$ cat config.mk
export PLATFORM = sky130hd
export DESIGN_NAME = csb_status_core
export DESIGN_NICKNAME = d
export VERILOG_FILES = /design/src/csb_pkg.sv /design/src/csb_flag_unit.sv /design/src/csb_addr_map.sv /design/src/csb_status_core.sv
export VERILOG_INCLUDE_DIRS = /design/src
export SDC_FILE = /design/constraint.sdc
export NUM_CORES = 1
export LEC_CHECK = 0
export BUFFER_PORTS_ARGS = -buffer_cell sky130_fd_sc_hd__buf_2
export CAP_MARGIN = 5
export CORE_UTILIZATION = 51
export DETAILED_ROUTE_END_ITERATION = 12
export PLACE_DENSITY = 0.92
export SETUP_SLACK_MARGIN = 0.02
export SLEW_MARGIN = 5
export SYNTH_ARGS = -nofsm -noshare
export SYNTH_HDL_FRONTEND = slang
export SYNTH_SLANG_ARGS = --single-unit
$ cat constraint.sdc
create_clock -name clk -period 3.2 [get_ports clk]
set_clock_uncertainty 0.05 [all_clocks]
set_input_delay 0 -clock clk [delete_from_list [all_inputs] [get_ports clk]]
set_output_delay 0 -clock clk [all_outputs]
set_load 0.01 [all_outputs]
$ cat src/csb_defs.svh
`ifndef CSB_DEFS_SVH
`define CSB_DEFS_SVH

// ****************************************************************
// status word field positions
// ****************************************************************
`define CSB_RP_HI 15
`define CSB_RP_LO 11
`define CSB_DP_HI 10
`define CSB_DP_LO 8
`define CSB_CCR_HI 7
`define CSB_CCR_LO 0

// ****************************************************************
// condition code bit positions inside the low byte
// ****************************************************************
`define CSB_CCR_H 7
`define CSB_CCR_I 6
`define CSB_CCR_IL1 5
`define CSB_CCR_IL0 4
`define CSB_CCR_N 3
`define CSB_CCR_Z 2
`define CSB_CCR_V 1
`define CSB_CCR_C 0

// ****************************************************************
// reset values
// ****************************************************************
`define CSB_RST_RP 5'h00
`define CSB_RST_DP 3'h0
`define CSB_RST_IE 1'h0
`define CSB_RST_IL 2'h3
`define CSB_RST_FLAGS 5'h00

// ****************************************************************
// address map constants
// ****************************************************************
`define CSB_GPR_BASE_BIT 8
`define CSB_WORD_STEP 16'h0001
`define CSB_PUSH_SPAN 16'h0002

`endif

$ cat src/csb_pkg.sv
package csb_pkg;

    // operation class that drives the flag update
    typedef enum logic [2:0]
    {
        CSB_OP_ADD,
        CSB_OP_SUB,
        CSB_OP_SHL,
        CSB_OP_SHR,
        CSB_OP_LOGIC
    } csb_alu_op_type;

    // byte sequencer states for 16-bit memory traffic
    typedef enum logic [2:0]
    {
        CSB_SEQ_IDLE,
        CSB_SEQ_WR_HI,
        CSB_SEQ_WR_LO,
        CSB_SEQ_RD_HI,
        CSB_SEQ_RD_LO,
        CSB_SEQ_RD_DONE
    } csb_seq_type;

endpackage

$ cat src/csb_flag_unit.sv
`timescale 1ns/1ns
`default_nettype none

module csb_flag_unit
    import csb_pkg::*;
(
    input wire csb_alu_op_type op, // operation class
    input wire logic [7:0] opa, // first operand
    input wire logic [7:0] opb, // second operand
    input wire logic cin, // carry or borrow in
    input wire logic h_old, // half carry before
    input wire logic c_old, // carry before
    output logic [7:0] result, // byte result
    output logic h_new, // half carry
    output logic n_new, // negative
    output logic z_new, // zero
    output logic v_new, // overflow
    output logic c_new // carry
);

    // ****************************************************************
    // arithmetic paths
    // ****************************************************************
    wire logic [8:0] sum9;
    wire logic [8:0] dif9;
    wire logic [4:0] sum_nib;
    wire logic [4:0] dif_nib;
    assign sum9 = {1'b0, opa} + {1'b0, opb} + {8'h00, cin};
    assign dif9 = {1'b0, opa} - {1'b0, opb} - {8'h00, cin};
    assign sum_nib = {1'b0, opa[3:0]} + {1'b0, opb[3:0]} + {4'h0, cin};
    assign dif_nib = {1'b0, opa[3:0]} - {1'b0, opb[3:0]} - {4'h0, cin};

    // flag selection per operation class
    always_comb
    begin
        result = opa;
        h_new = h_old;
        v_new = 1'b0;
        c_new = c_old;
        case (op)
            CSB_OP_ADD:
            begin
                result = sum9[7:0];
                h_new = sum_nib[4];
                c_new = sum9[8];
                v_new = (opa[7] == opb[7]) && (sum9[7] != opa[7]);
            end
            CSB_OP_SUB:
            begin
                result = dif9[7:0];
                h_new = dif_nib[4];
                c_new = dif9[8];
                v_new = (opa[7] != opb[7]) && (dif9[7] != opa[7]);
            end
            CSB_OP_SHL:
            begin
                result = {opa[6:0], cin};
                c_new = opa[7];
            end
            CSB_OP_SHR:
            begin
                result = {cin, opa[7:1]};
                c_new = opa[0];
            end
            CSB_OP_LOGIC:
            begin
                result = opb;
            end
            default:
            begin
                result = opa;
            end
        endcase
        n_new = result[7];
        z_new = (result == 8'h00);
    end

endmodule
`default_nettype wire

$ cat src/csb_addr_map.sv
`timescale 1ns/1ns
`default_nettype none

module csb_addr_map
(
    input wire logic [2:0] dp, // direct bank select
    input wire logic [4:0] rp, // register bank pointer
    input wire logic [7:0] dir_operand, // short direct operand
    input wire logic [2:0] reg_sel, // low opcode bits
    output logic [15:0] dir_addr, // relocated direct address
    output logic [15:0] gpr_addr // register bank address
);

    // ****************************************************************
    // direct and register bank translation
    // ****************************************************************
    wire logic [3:0] dp_window;
    assign dp_window = {1'b0, dp} + 4'h1;

    // low half fixed, high half moved in 80h steps
    assign dir_addr = dir_operand[7] ?
        {5'h00, dp_window, dir_operand[6:0]} :
        {8'h00, dir_operand};

    // bank base plus register index above 0100h
    assign gpr_addr = {7'h00, 1'b1, rp, reg_sel};

endmodule
`default_nettype wire

$ cat src/csb_status_core.sv
`timescale 1ns/1ns
`default_nettype none
`include "csb_defs.svh"

module csb_status_core
    import csb_pkg::*;
(
    input wire logic clk, // machine clock
    input wire logic rst_n, // async reset, low
    input wire logic psw_wr_en, // whole status word write
    input wire logic [15:0] psw_wr_data, // status word data
    output logic [15:0] psw_rd_data, // status word readback
    input wire logic mirror_wr_en, // pointer mirror write
    input wire logic [7:0] mirror_wr_data, // mirror byte data
    output logic [7:0] mirror_rd_data, // mirror byte readback
    input wire logic flag_upd_en, // load result flags
    input wire csb_alu_op_type alu_op, // operation class
    input wire logic [7:0] alu_a, // first operand
    input wire logic [7:0] alu_b, // second operand
    input wire logic alu_cin, // carry or borrow in
    output logic [7:0] alu_result_q, // registered result
    input wire logic ie_set, // enable set instruction
    input wire logic ie_clr, // enable clear instruction
    input wire logic irq_req, // peripheral request
    input wire logic [1:0] irq_level, // request programmed level
    input wire logic [15:0] sp_in, // current stack pointer
    output logic irq_accept, // accept pulse
    input wire logic [7:0] dir_operand, // direct operand
    input wire logic [2:0] reg_sel, // register index
    output logic [15:0] dir_addr_q, // mapped direct address
    output logic [15:0] gpr_addr_q, // mapped register address
    input wire logic word_wr_req, // 16-bit write request
    input wire logic word_rd_req, // 16-bit read request
    input wire logic [15:0] word_addr, // word base address
    input wire logic [15:0] word_wdata, // word write data
    output logic [15:0] word_rdata, // assembled read word
    output logic word_rd_valid, // read word ready pulse
    output logic word_busy, // sequencer busy
    output logic [15:0] mem_addr, // byte address to ram
    output logic [7:0] mem_wdata, // byte write data
    output logic mem_we, // byte write strobe
    output logic mem_re, // byte read strobe
    input wire logic [7:0] mem_rdata, // byte read data, next cycle
    input wire logic opnd_valid, // instruction byte strobe
    input wire logic [7:0] opnd_byte, // instruction byte
    output logic [15:0] opnd_word, // assembled operand
    output logic opnd_word_valid // operand ready pulse
);

    // ****************************************************************
    // status word registers
    // ****************************************************************
    logic [4:0] rp_reg;
    logic [2:0] dp_reg;
    logic ie_reg;
    logic [1:0] il_reg;
    logic h_reg;
    logic n_reg;
    logic z_reg;
    logic v_reg;
    logic c_reg;
    logic [7:0] ccr_byte;

    // flag unit results
    wire logic [7:0] fu_result;
    wire logic fu_h;
    wire logic fu_n;
    wire logic fu_z;
    wire logic fu_v;
    wire logic fu_c;

    // address map results
    wire logic [15:0] map_dir;
    wire logic [15:0] map_gpr;

    // sequencer state
    csb_seq_type seq_reg;
    csb_seq_type seq_next;
    logic [15:0] seq_addr_reg;
    logic [7:0] seq_lo_reg;
    logic [7:0] rd_hi_reg;

    // operand assembly
    logic opnd_hi_seen_reg;
    logic [7:0] opnd_hi_reg;

    // condition byte assembled from its bits
    always_comb
    begin
        ccr_byte = 8'h00;
        ccr_byte[`CSB_CCR_H] = h_reg;
        ccr_byte[`CSB_CCR_I] = ie_reg;
        ccr_byte[`CSB_CCR_IL1] = il_reg[1];
        ccr_byte[`CSB_CCR_IL0] = il_reg[0];
        ccr_byte[`CSB_CCR_N] = n_reg;
        ccr_byte[`CSB_CCR_Z] = z_reg;
        ccr_byte[`CSB_CCR_V] = v_reg;
        ccr_byte[`CSB_CCR_C] = c_reg;
    end

    // readback straight from the field registers
    assign psw_rd_data = {rp_reg, dp_reg, ccr_byte};
    assign mirror_rd_data = {rp_reg, dp_reg};

    // ****************************************************************
    // submodules
    // ****************************************************************
    csb_flag_unit u_flags
    (
        .op(alu_op),
        .opa(alu_a),
        .opb(alu_b),
        .cin(alu_cin),
        .h_old(h_reg),
        .c_old(c_reg),
        .result(fu_result),
        .h_new(fu_h),
        .n_new(fu_n),
        .z_new(fu_z),
        .v_new(fu_v),
        .c_new(fu_c)
    );

    csb_addr_map u_map
    (
        .dp(dp_reg),
        .rp(rp_reg),
        .dir_operand(dir_operand),
        .reg_sel(reg_sel),
        .dir_addr(map_dir),
        .gpr_addr(map_gpr)
    );

    // ****************************************************************
    // interrupt acceptance
    // ****************************************************************
    wire logic seq_idle;
    wire logic irq_take;
    assign seq_idle = (seq_reg == CSB_SEQ_IDLE);
    // lower number is higher priority, 11 never beats 11
    assign irq_take = irq_req && ie_reg && (irq_level < il_reg)
        && seq_idle && !word_wr_req && !word_rd_req;

    // pointer fields: whole word, then mirror byte
    always_ff @(posedge clk or negedge rst_n)
    begin
        if (!rst_n)
        begin
            rp_reg <= `CSB_RST_RP;
            dp_reg <= `CSB_RST_DP;
        end
        else if (psw_wr_en)
        begin
            rp_reg <= psw_wr_data[`CSB_RP_HI:`CSB_RP_LO];
            dp_reg <= psw_wr_data[`CSB_DP_HI:`CSB_DP_LO];
        end
        else if (mirror_wr_en)
        begin
            rp_reg <= mirror_wr_data[7:3];
            dp_reg <= mirror_wr_data[2:0];
        end
    end

    // enable flag and current level
    always_ff @(posedge clk or negedge rst_n)
    begin
        if (!rst_n)
        begin
            ie_reg <= `CSB_RST_IE;
            il_reg <= `CSB_RST_IL;
        end
        else if (psw_wr_en)
        begin
            ie_reg <= psw_wr_data[`CSB_CCR_I];
            il_reg <= psw_wr_data[`CSB_CCR_IL1:`CSB_CCR_IL0];
        end
        else
        begin
            if (ie_set)
                ie_reg <= 1'b1;
            else if (ie_clr)
                ie_reg <= 1'b0;
            if (irq_take)
                il_reg <= irq_level;
        end
    end

    // result flags
    always_ff @(posedge clk or negedge rst_n)
    begin
        if (!rst_n)
        begin
            {h_reg, n_reg, z_reg, v_reg, c_reg} <= `CSB_RST_FLAGS;
            alu_result_q <= 8'h00;
        end
        else if (psw_wr_en)
        begin
            h_reg <= psw_wr_data[`CSB_CCR_H];
            n_reg <= psw_wr_data[`CSB_CCR_N];
            z_reg <= psw_wr_data[`CSB_CCR_Z];
            v_reg <= psw_wr_data[`CSB_CCR_V];
            c_reg <= psw_wr_data[`CSB_CCR_C];
        end
        else if (flag_upd_en)
        begin
            h_reg <= fu_h;
            n_reg <= fu_n;
            z_reg <= fu_z;
            v_reg <= fu_v;
            c_reg <= fu_c;
            alu_result_q <= fu_result;
        end
    end

    // registered address mapping outputs
    always_ff @(posedge clk or negedge rst_n)
    begin
        if (!rst_n)
        begin
            dir_addr_q <= 16'h0000;
            gpr_addr_q <= 16'h0000;
        end
        else
        begin
            dir_addr_q <= map_dir;
            gpr_addr_q <= map_gpr;
        end
    end

    // ****************************************************************
    // 16-bit memory sequencer, high byte at lower address
    // ****************************************************************
    always_comb
    begin
        seq_next = seq_reg;
        case (seq_reg)
            CSB_SEQ_IDLE:
            begin
                if (word_wr_req || irq_take)
                    seq_next = CSB_SEQ_WR_HI;
                else if (word_rd_req)
                    seq_next = CSB_SEQ_RD_HI;
            end
            CSB_SEQ_WR_HI: seq_next = CSB_SEQ_WR_LO;
            CSB_SEQ_WR_LO: seq_next = CSB_SEQ_IDLE;
            CSB_SEQ_RD_HI: seq_next = CSB_SEQ_RD_LO;
            CSB_SEQ_RD_LO: seq_next = CSB_SEQ_RD_DONE;
            CSB_SEQ_RD_DONE: seq_next = CSB_SEQ_IDLE;
            default: seq_next = CSB_SEQ_IDLE;
        endcase
    end

    // stack push lands two below the pointer, high byte first
    wire logic [15:0] push_base;
    assign push_base = sp_in - `CSB_PUSH_SPAN;

    always_ff @(posedge clk or negedge rst_n)
    begin
        if (!rst_n)
            seq_reg <= CSB_SEQ_IDLE;
        else
            seq_reg <= seq_next;
    end

    // byte strobes and addresses
    always_ff @(posedge clk or negedge rst_n)
    begin
        if (!rst_n)
        begin
            mem_addr <= 16'h0000;
            mem_wdata <= 8'h00;
            mem_we <= 1'b0;
            mem_re <= 1'b0;
            seq_addr_reg <= 16'h0000;
            seq_lo_reg <= 8'h00;
            rd_hi_reg <= 8'h00;
            word_rdata <= 16'h0000;
            word_rd_valid <= 1'b0;
            word_busy <= 1'b0;
            irq_accept <= 1'b0;
        end
        else
        begin
            word_rd_valid <= 1'b0;
            irq_accept <= 1'b0;
            word_busy <= (seq_next != CSB_SEQ_IDLE);
            case (seq_reg)
                CSB_SEQ_IDLE:
                begin
                    if (word_wr_req)
                    begin
                        mem_addr <= word_addr;
                        mem_wdata <= word_wdata[15:8];
                        seq_lo_reg <= word_wdata[7:0];
                        mem_we <= 1'b1;
                    end
                    else if (irq_take)
                    begin
                        mem_addr <= push_base;
                        mem_wdata <= psw_rd_data[15:8];
                        seq_lo_reg <= psw_rd_data[7:0];
                        mem_we <= 1'b1;
                        irq_accept <= 1'b1;
                    end
                    else if (word_rd_req)
                    begin
                        mem_addr <= word_addr;
                        mem_re <= 1'b1;
                    end
                end
                CSB_SEQ_WR_HI:
                begin
                    mem_addr <= mem_addr + `CSB_WORD_STEP;
                    mem_wdata <= seq_lo_reg;
                end
                CSB_SEQ_WR_LO:
                begin
                    mem_we <= 1'b0;
                end
                CSB_SEQ_RD_HI:
                begin
                    seq_addr_reg <= mem_addr;
                    mem_addr <= mem_addr + `CSB_WORD_STEP;
                end
                CSB_SEQ_RD_LO:
                begin
                    mem_re <= 1'b0;
                    rd_hi_reg <= mem_rdata;
                end
                CSB_SEQ_RD_DONE:
                begin
                    word_rdata <= {rd_hi_reg, mem_rdata};
                    word_rd_valid <= 1'b1;
                end
                default:
                begin
                    mem_we <= 1'b0;
                    mem_re <= 1'b0;
                end
            endcase
        end
    end

    // ****************************************************************
    // instruction operand assembly, first byte is the high byte
    // ****************************************************************
    always_ff @(posedge clk or negedge rst_n)
    begin
        if (!rst_n)
        begin
            opnd_hi_seen_reg <= 1'b0;
            opnd_hi_reg <= 8'h00;
            opnd_word <= 16'h0000;
            opnd_word_valid <= 1'b0;
        end
        else
        begin
            opnd_word_valid <= 1'b0;
            if (opnd_valid)
            begin
                if (!opnd_hi_seen_reg)
                    opnd_hi_reg <= opnd_byte;
                else
                begin
                    opnd_word <= {opnd_hi_reg, opnd_byte};
                    opnd_word_valid <= 1'b1;
                end
                opnd_hi_seen_reg <= !opnd_hi_seen_reg;
            end
        end
    end

endmodule
`default_nettype wire

==> run_results.csv <==
group,metric,value,unit
worst_setup_path,crit_chain,"dlygate4sd3_1 > buf_2 > inv_1 > ha_1 > inv_1 > ha_1 > a21o_1 > o41ai_2 > xnor2_1 > a21oi_1 > o211ai_1 > a22o_1 > dlygate4sd3_1",
pwr,p_total,7.699,mW
synthesis,async_reset_ff_share,100.0,%
die,die_area,14980,sq um
place,dp.cells,1139,
worst_setup_path,rr_startpoint,"il_reg[1]$_DFFE_PN1P_",
status,status,"complete, no violations",
synthesis,synth_flop_cell,"dfrtp_1",
drt,drcViolationCount,0,
drt,drt-vias-per-instance,5.617,
timing,clock.fmax,333.9,MHz
die,start_util,52.84,%
timing,slew_violations,0,
synthesis,netlist_instances,758,
worst_setup_path,cp_max_fo,4,
global_route,grt_use_met2,54.28,%
timing,timing.final.crit_share,93.60,%
worst_setup_path,arrival,3.24,ns
cts,clkSlewWorstSetupHoldPaths,0.06,ns
timing,max_slew_margin,30.97,%
final_layout,final_cells,1262,
timing,tns,0,ns
die,pin_count,258,
synthesis,ys_ff_latch,134,
worst_setup_path,path_delay_family,"buffers and inverters",
cts,cts_tree,"built",
worst_setup_path,critPathRequiredTime,3.44,ns
synthesis,synth.top_cell.area_share,44.69,%
synthesis,ys_types,66,
final_layout,layout_common_cells,"buf_2 (244), dfrtp_1 (132), nand2_1 (125)",
synthesis,synthTopCellsByArea,"dfrtp_1 (45%), mux2_2 (7.0%), nand2_1 (6.3%)",
timing,rsz0062_at_grt,"false",
timing,period_minus_slack,2.995,ns
cts,cts_root_buf,"clkbuf_16",
synthesis,yosys.area.top_type,"dfrtp_1",
timing,setup_violations,0,
global_route,antenna_found_initial,0,
synthesis,syn_area,7391,sq um
drt,drt_iter0_drc,567,
global_route,grt_overflow_total,0,
global_route,grt_max_degree,116,
cts,clockBufferDepth,2,
timing,hold_viol_final,0,
pwr,vdd.ir_drop.worst,384.7,uV
cts,cts_sinks,134,
worst_hold_path,hold_class,"in2reg",
pwr,power_leakage,5.000,nW
timing,worstMarginPinSlew,1.035,ns
drt,first_pass_iters,5,
cts,cts_max_level,4,
final_layout,nets,1228,
pwr,powerDensity,759.4,nW/um^2
die,coreArea,13990,sq um
cts,post_cts_buffers,0,
drt,wl_per_cell,18.05,um
global_route,grt_pass1_vias,7209,
final_layout,num_antenna_cells,0,
cts,clock_latency,0.41,ns
synthesis,synth-edff-count,0,
die,core.rowCount,43,
synthesis,ys_seq_area_share,45.40,%
worst_setup_path,max_stage_delay,0.54,ns
place,io_buffers,245,
synthesis,yosys_warnings,0,
place,place.gp.congestion,0.9450,
worst_setup_path,cp-start-kind,"primary input",
final_layout,drive_above_1_share,31.33,%
timing,setup_ws,0.2049,ns
global_route,grt_use_met1,34.72,%
die,die_y,122.4,um
flow_run,cap_viol_max_count,0,
global_route,use_met3,7.574,%
global_route,grt_first_pass_wirelength,35.60,mm
place,place_hpwl,14.60,mm
worst_setup_path,end_kind,"register",
drt,wl,22.78,mm
global_route,top_usage_layer,"met2",
cts,numCtsBuffers,17,
synthesis,avgSynthCellArea,9.750,sq um
place,post-place-ws,0.5613,ns
worst_hold_path,hp-start,"word_addr[10]",
worst_setup_path,crit_slowest_cell,"dlygate4sd3_1",
drt,vias,7089,
global_route,track_usage,30.91,%
final_layout,area_growth,37.18,%
final_layout,final_common_cell,"buf_2",
worst_setup_path,crit_path_start,"alu_a[4]",
drt,ant_nets,0,
die,die_x,122.4,um
final_layout,top_regs,"mem_addr: 16 flops, opnd_word: 16 flops, word_rdata: 16 flops",
worst_setup_path,worstSetupPathType,"in2reg",
worst_setup_path,critical_path_buf_inv_count,5,
==> where the power goes <==
part,internal [mW],switching (mW),leakage (nW)
clock network,1.33,0.775,0.307
logic,1.23,1.57,3.08
registers,2.32,0.478,1.61
total,4.88,2.82,5.00
==> layer usage <==
layer	vias to the layer above	wire length, um
li1	3218	-
met1	3381	8594
met2	406	11660
met4	0	858
met3	84	1672
met5	-	0
==> cells by family (layout without fill, tap and decap cells) <==
group                      after synthesis  in the layout  share of synthesized area (%)
muxes                                   84             84                          12.16
adders and majority gates               27             27                          4.977
AOI/OAI and AO/OA                      167            167                          13.90
buffers and inverters                   97            410                          6.552
and+or+nand+nor                        216            216                          13.24
DFF                                    134            134                          45.40
xor gates and xnor gates                31             31                          3.674
other                                    2             13                         0.1016
==> timing repair <==
action,4_1_cts,5_1_grt
hold buffers,91,0
gates resized for setup,0,1
hold endpoints to repair,206,0
endpoints found under the setup margin,0,1
==> stage by stage <==
stage / util (%) / hold slack (ns) / instance area, sq um
final: 72.48 / 0.02672 / 10140
after global routing: 72.48 / 0.03357 / 10140
after CTS: 72.43 / 0.001371 / 10130
after detailed placement: 61.37 / 0.05973 / 8584
after global placement: 61.37 / 0.05784 / 8584
after floorplan: - / -0.3456 / 7432
==> cells in the mapped netlist, types with 3 or more instances <==
library cell / number
dfrtp_1: 132
a211oi_1: 3
xor2_1: 11
nor2_1: 31
ha_1: 23
o22a_1: 3
nor3_1: 16
nor2b_1: 4
a22o_1: 3
mux2i_1: 38
o2111ai_1: 3
fa_1: 4
nand2_1: 125
inv_1: 35
buf_2: 4
a22oi_1: 3
o211ai_1: 6
a31oi_1: 7
nand3b_1: 3
xnor2_1: 20
nand3_1: 9
buf_1: 3
clkbuf_1: 25
o22ai_1: 7
o21bai_1: 4
a21oi_1: 43
nand2b_1: 8
mux2_2: 46
o21ai_1: 7
o41ai_1: 3
buf_4: 26
o21ai_0: 56
and2_1: 3
==> worst paths after layout <==
kind,to,slack (ns),cells after the start
worst min-delay path,mem_addr[10]$_DFFE_PN0P_,0.03,5
min in group asynchronous,opnd_word[3]$_DFFE_PN0P_,0.26,2
max in group asynchronous,alu_result_q[6]$_DFFE_PN0P_,1.97,3
worst max register to register,mem_addr[15]$_DFFE_PN0P_,0.22,9
worst min register to register,gpr_addr_q[7]$_DFF_PN0_,0.40,0
worst max-delay path,n_reg$_DFFE_PN0P_,0.20,13
==> worst register-to-register path, stage by stage, from the launching register on <==
cell           delay, ns
dfstp_2             0.55
inv_1               0.05
ha_1                0.33
a211oi_4            0.29
nor2_1              0.10
a21oi_1             0.27
o21ba_4             0.33
o2111ai_1           0.17
dlygate4sd3_1       0.62
o311ai_0            0.10
==> layout make-up <==
class                   count  area, sq um
fillers                   936         3850
multi-input cells         538         3598
flip-flops and latches    134         3356
repair buffers            341         2181
clock buffers              18        439.2
well taps                 180        225.2
clock inverters            14        197.7
inverters                  37        141.4
(Power assumes the default switching activity.)
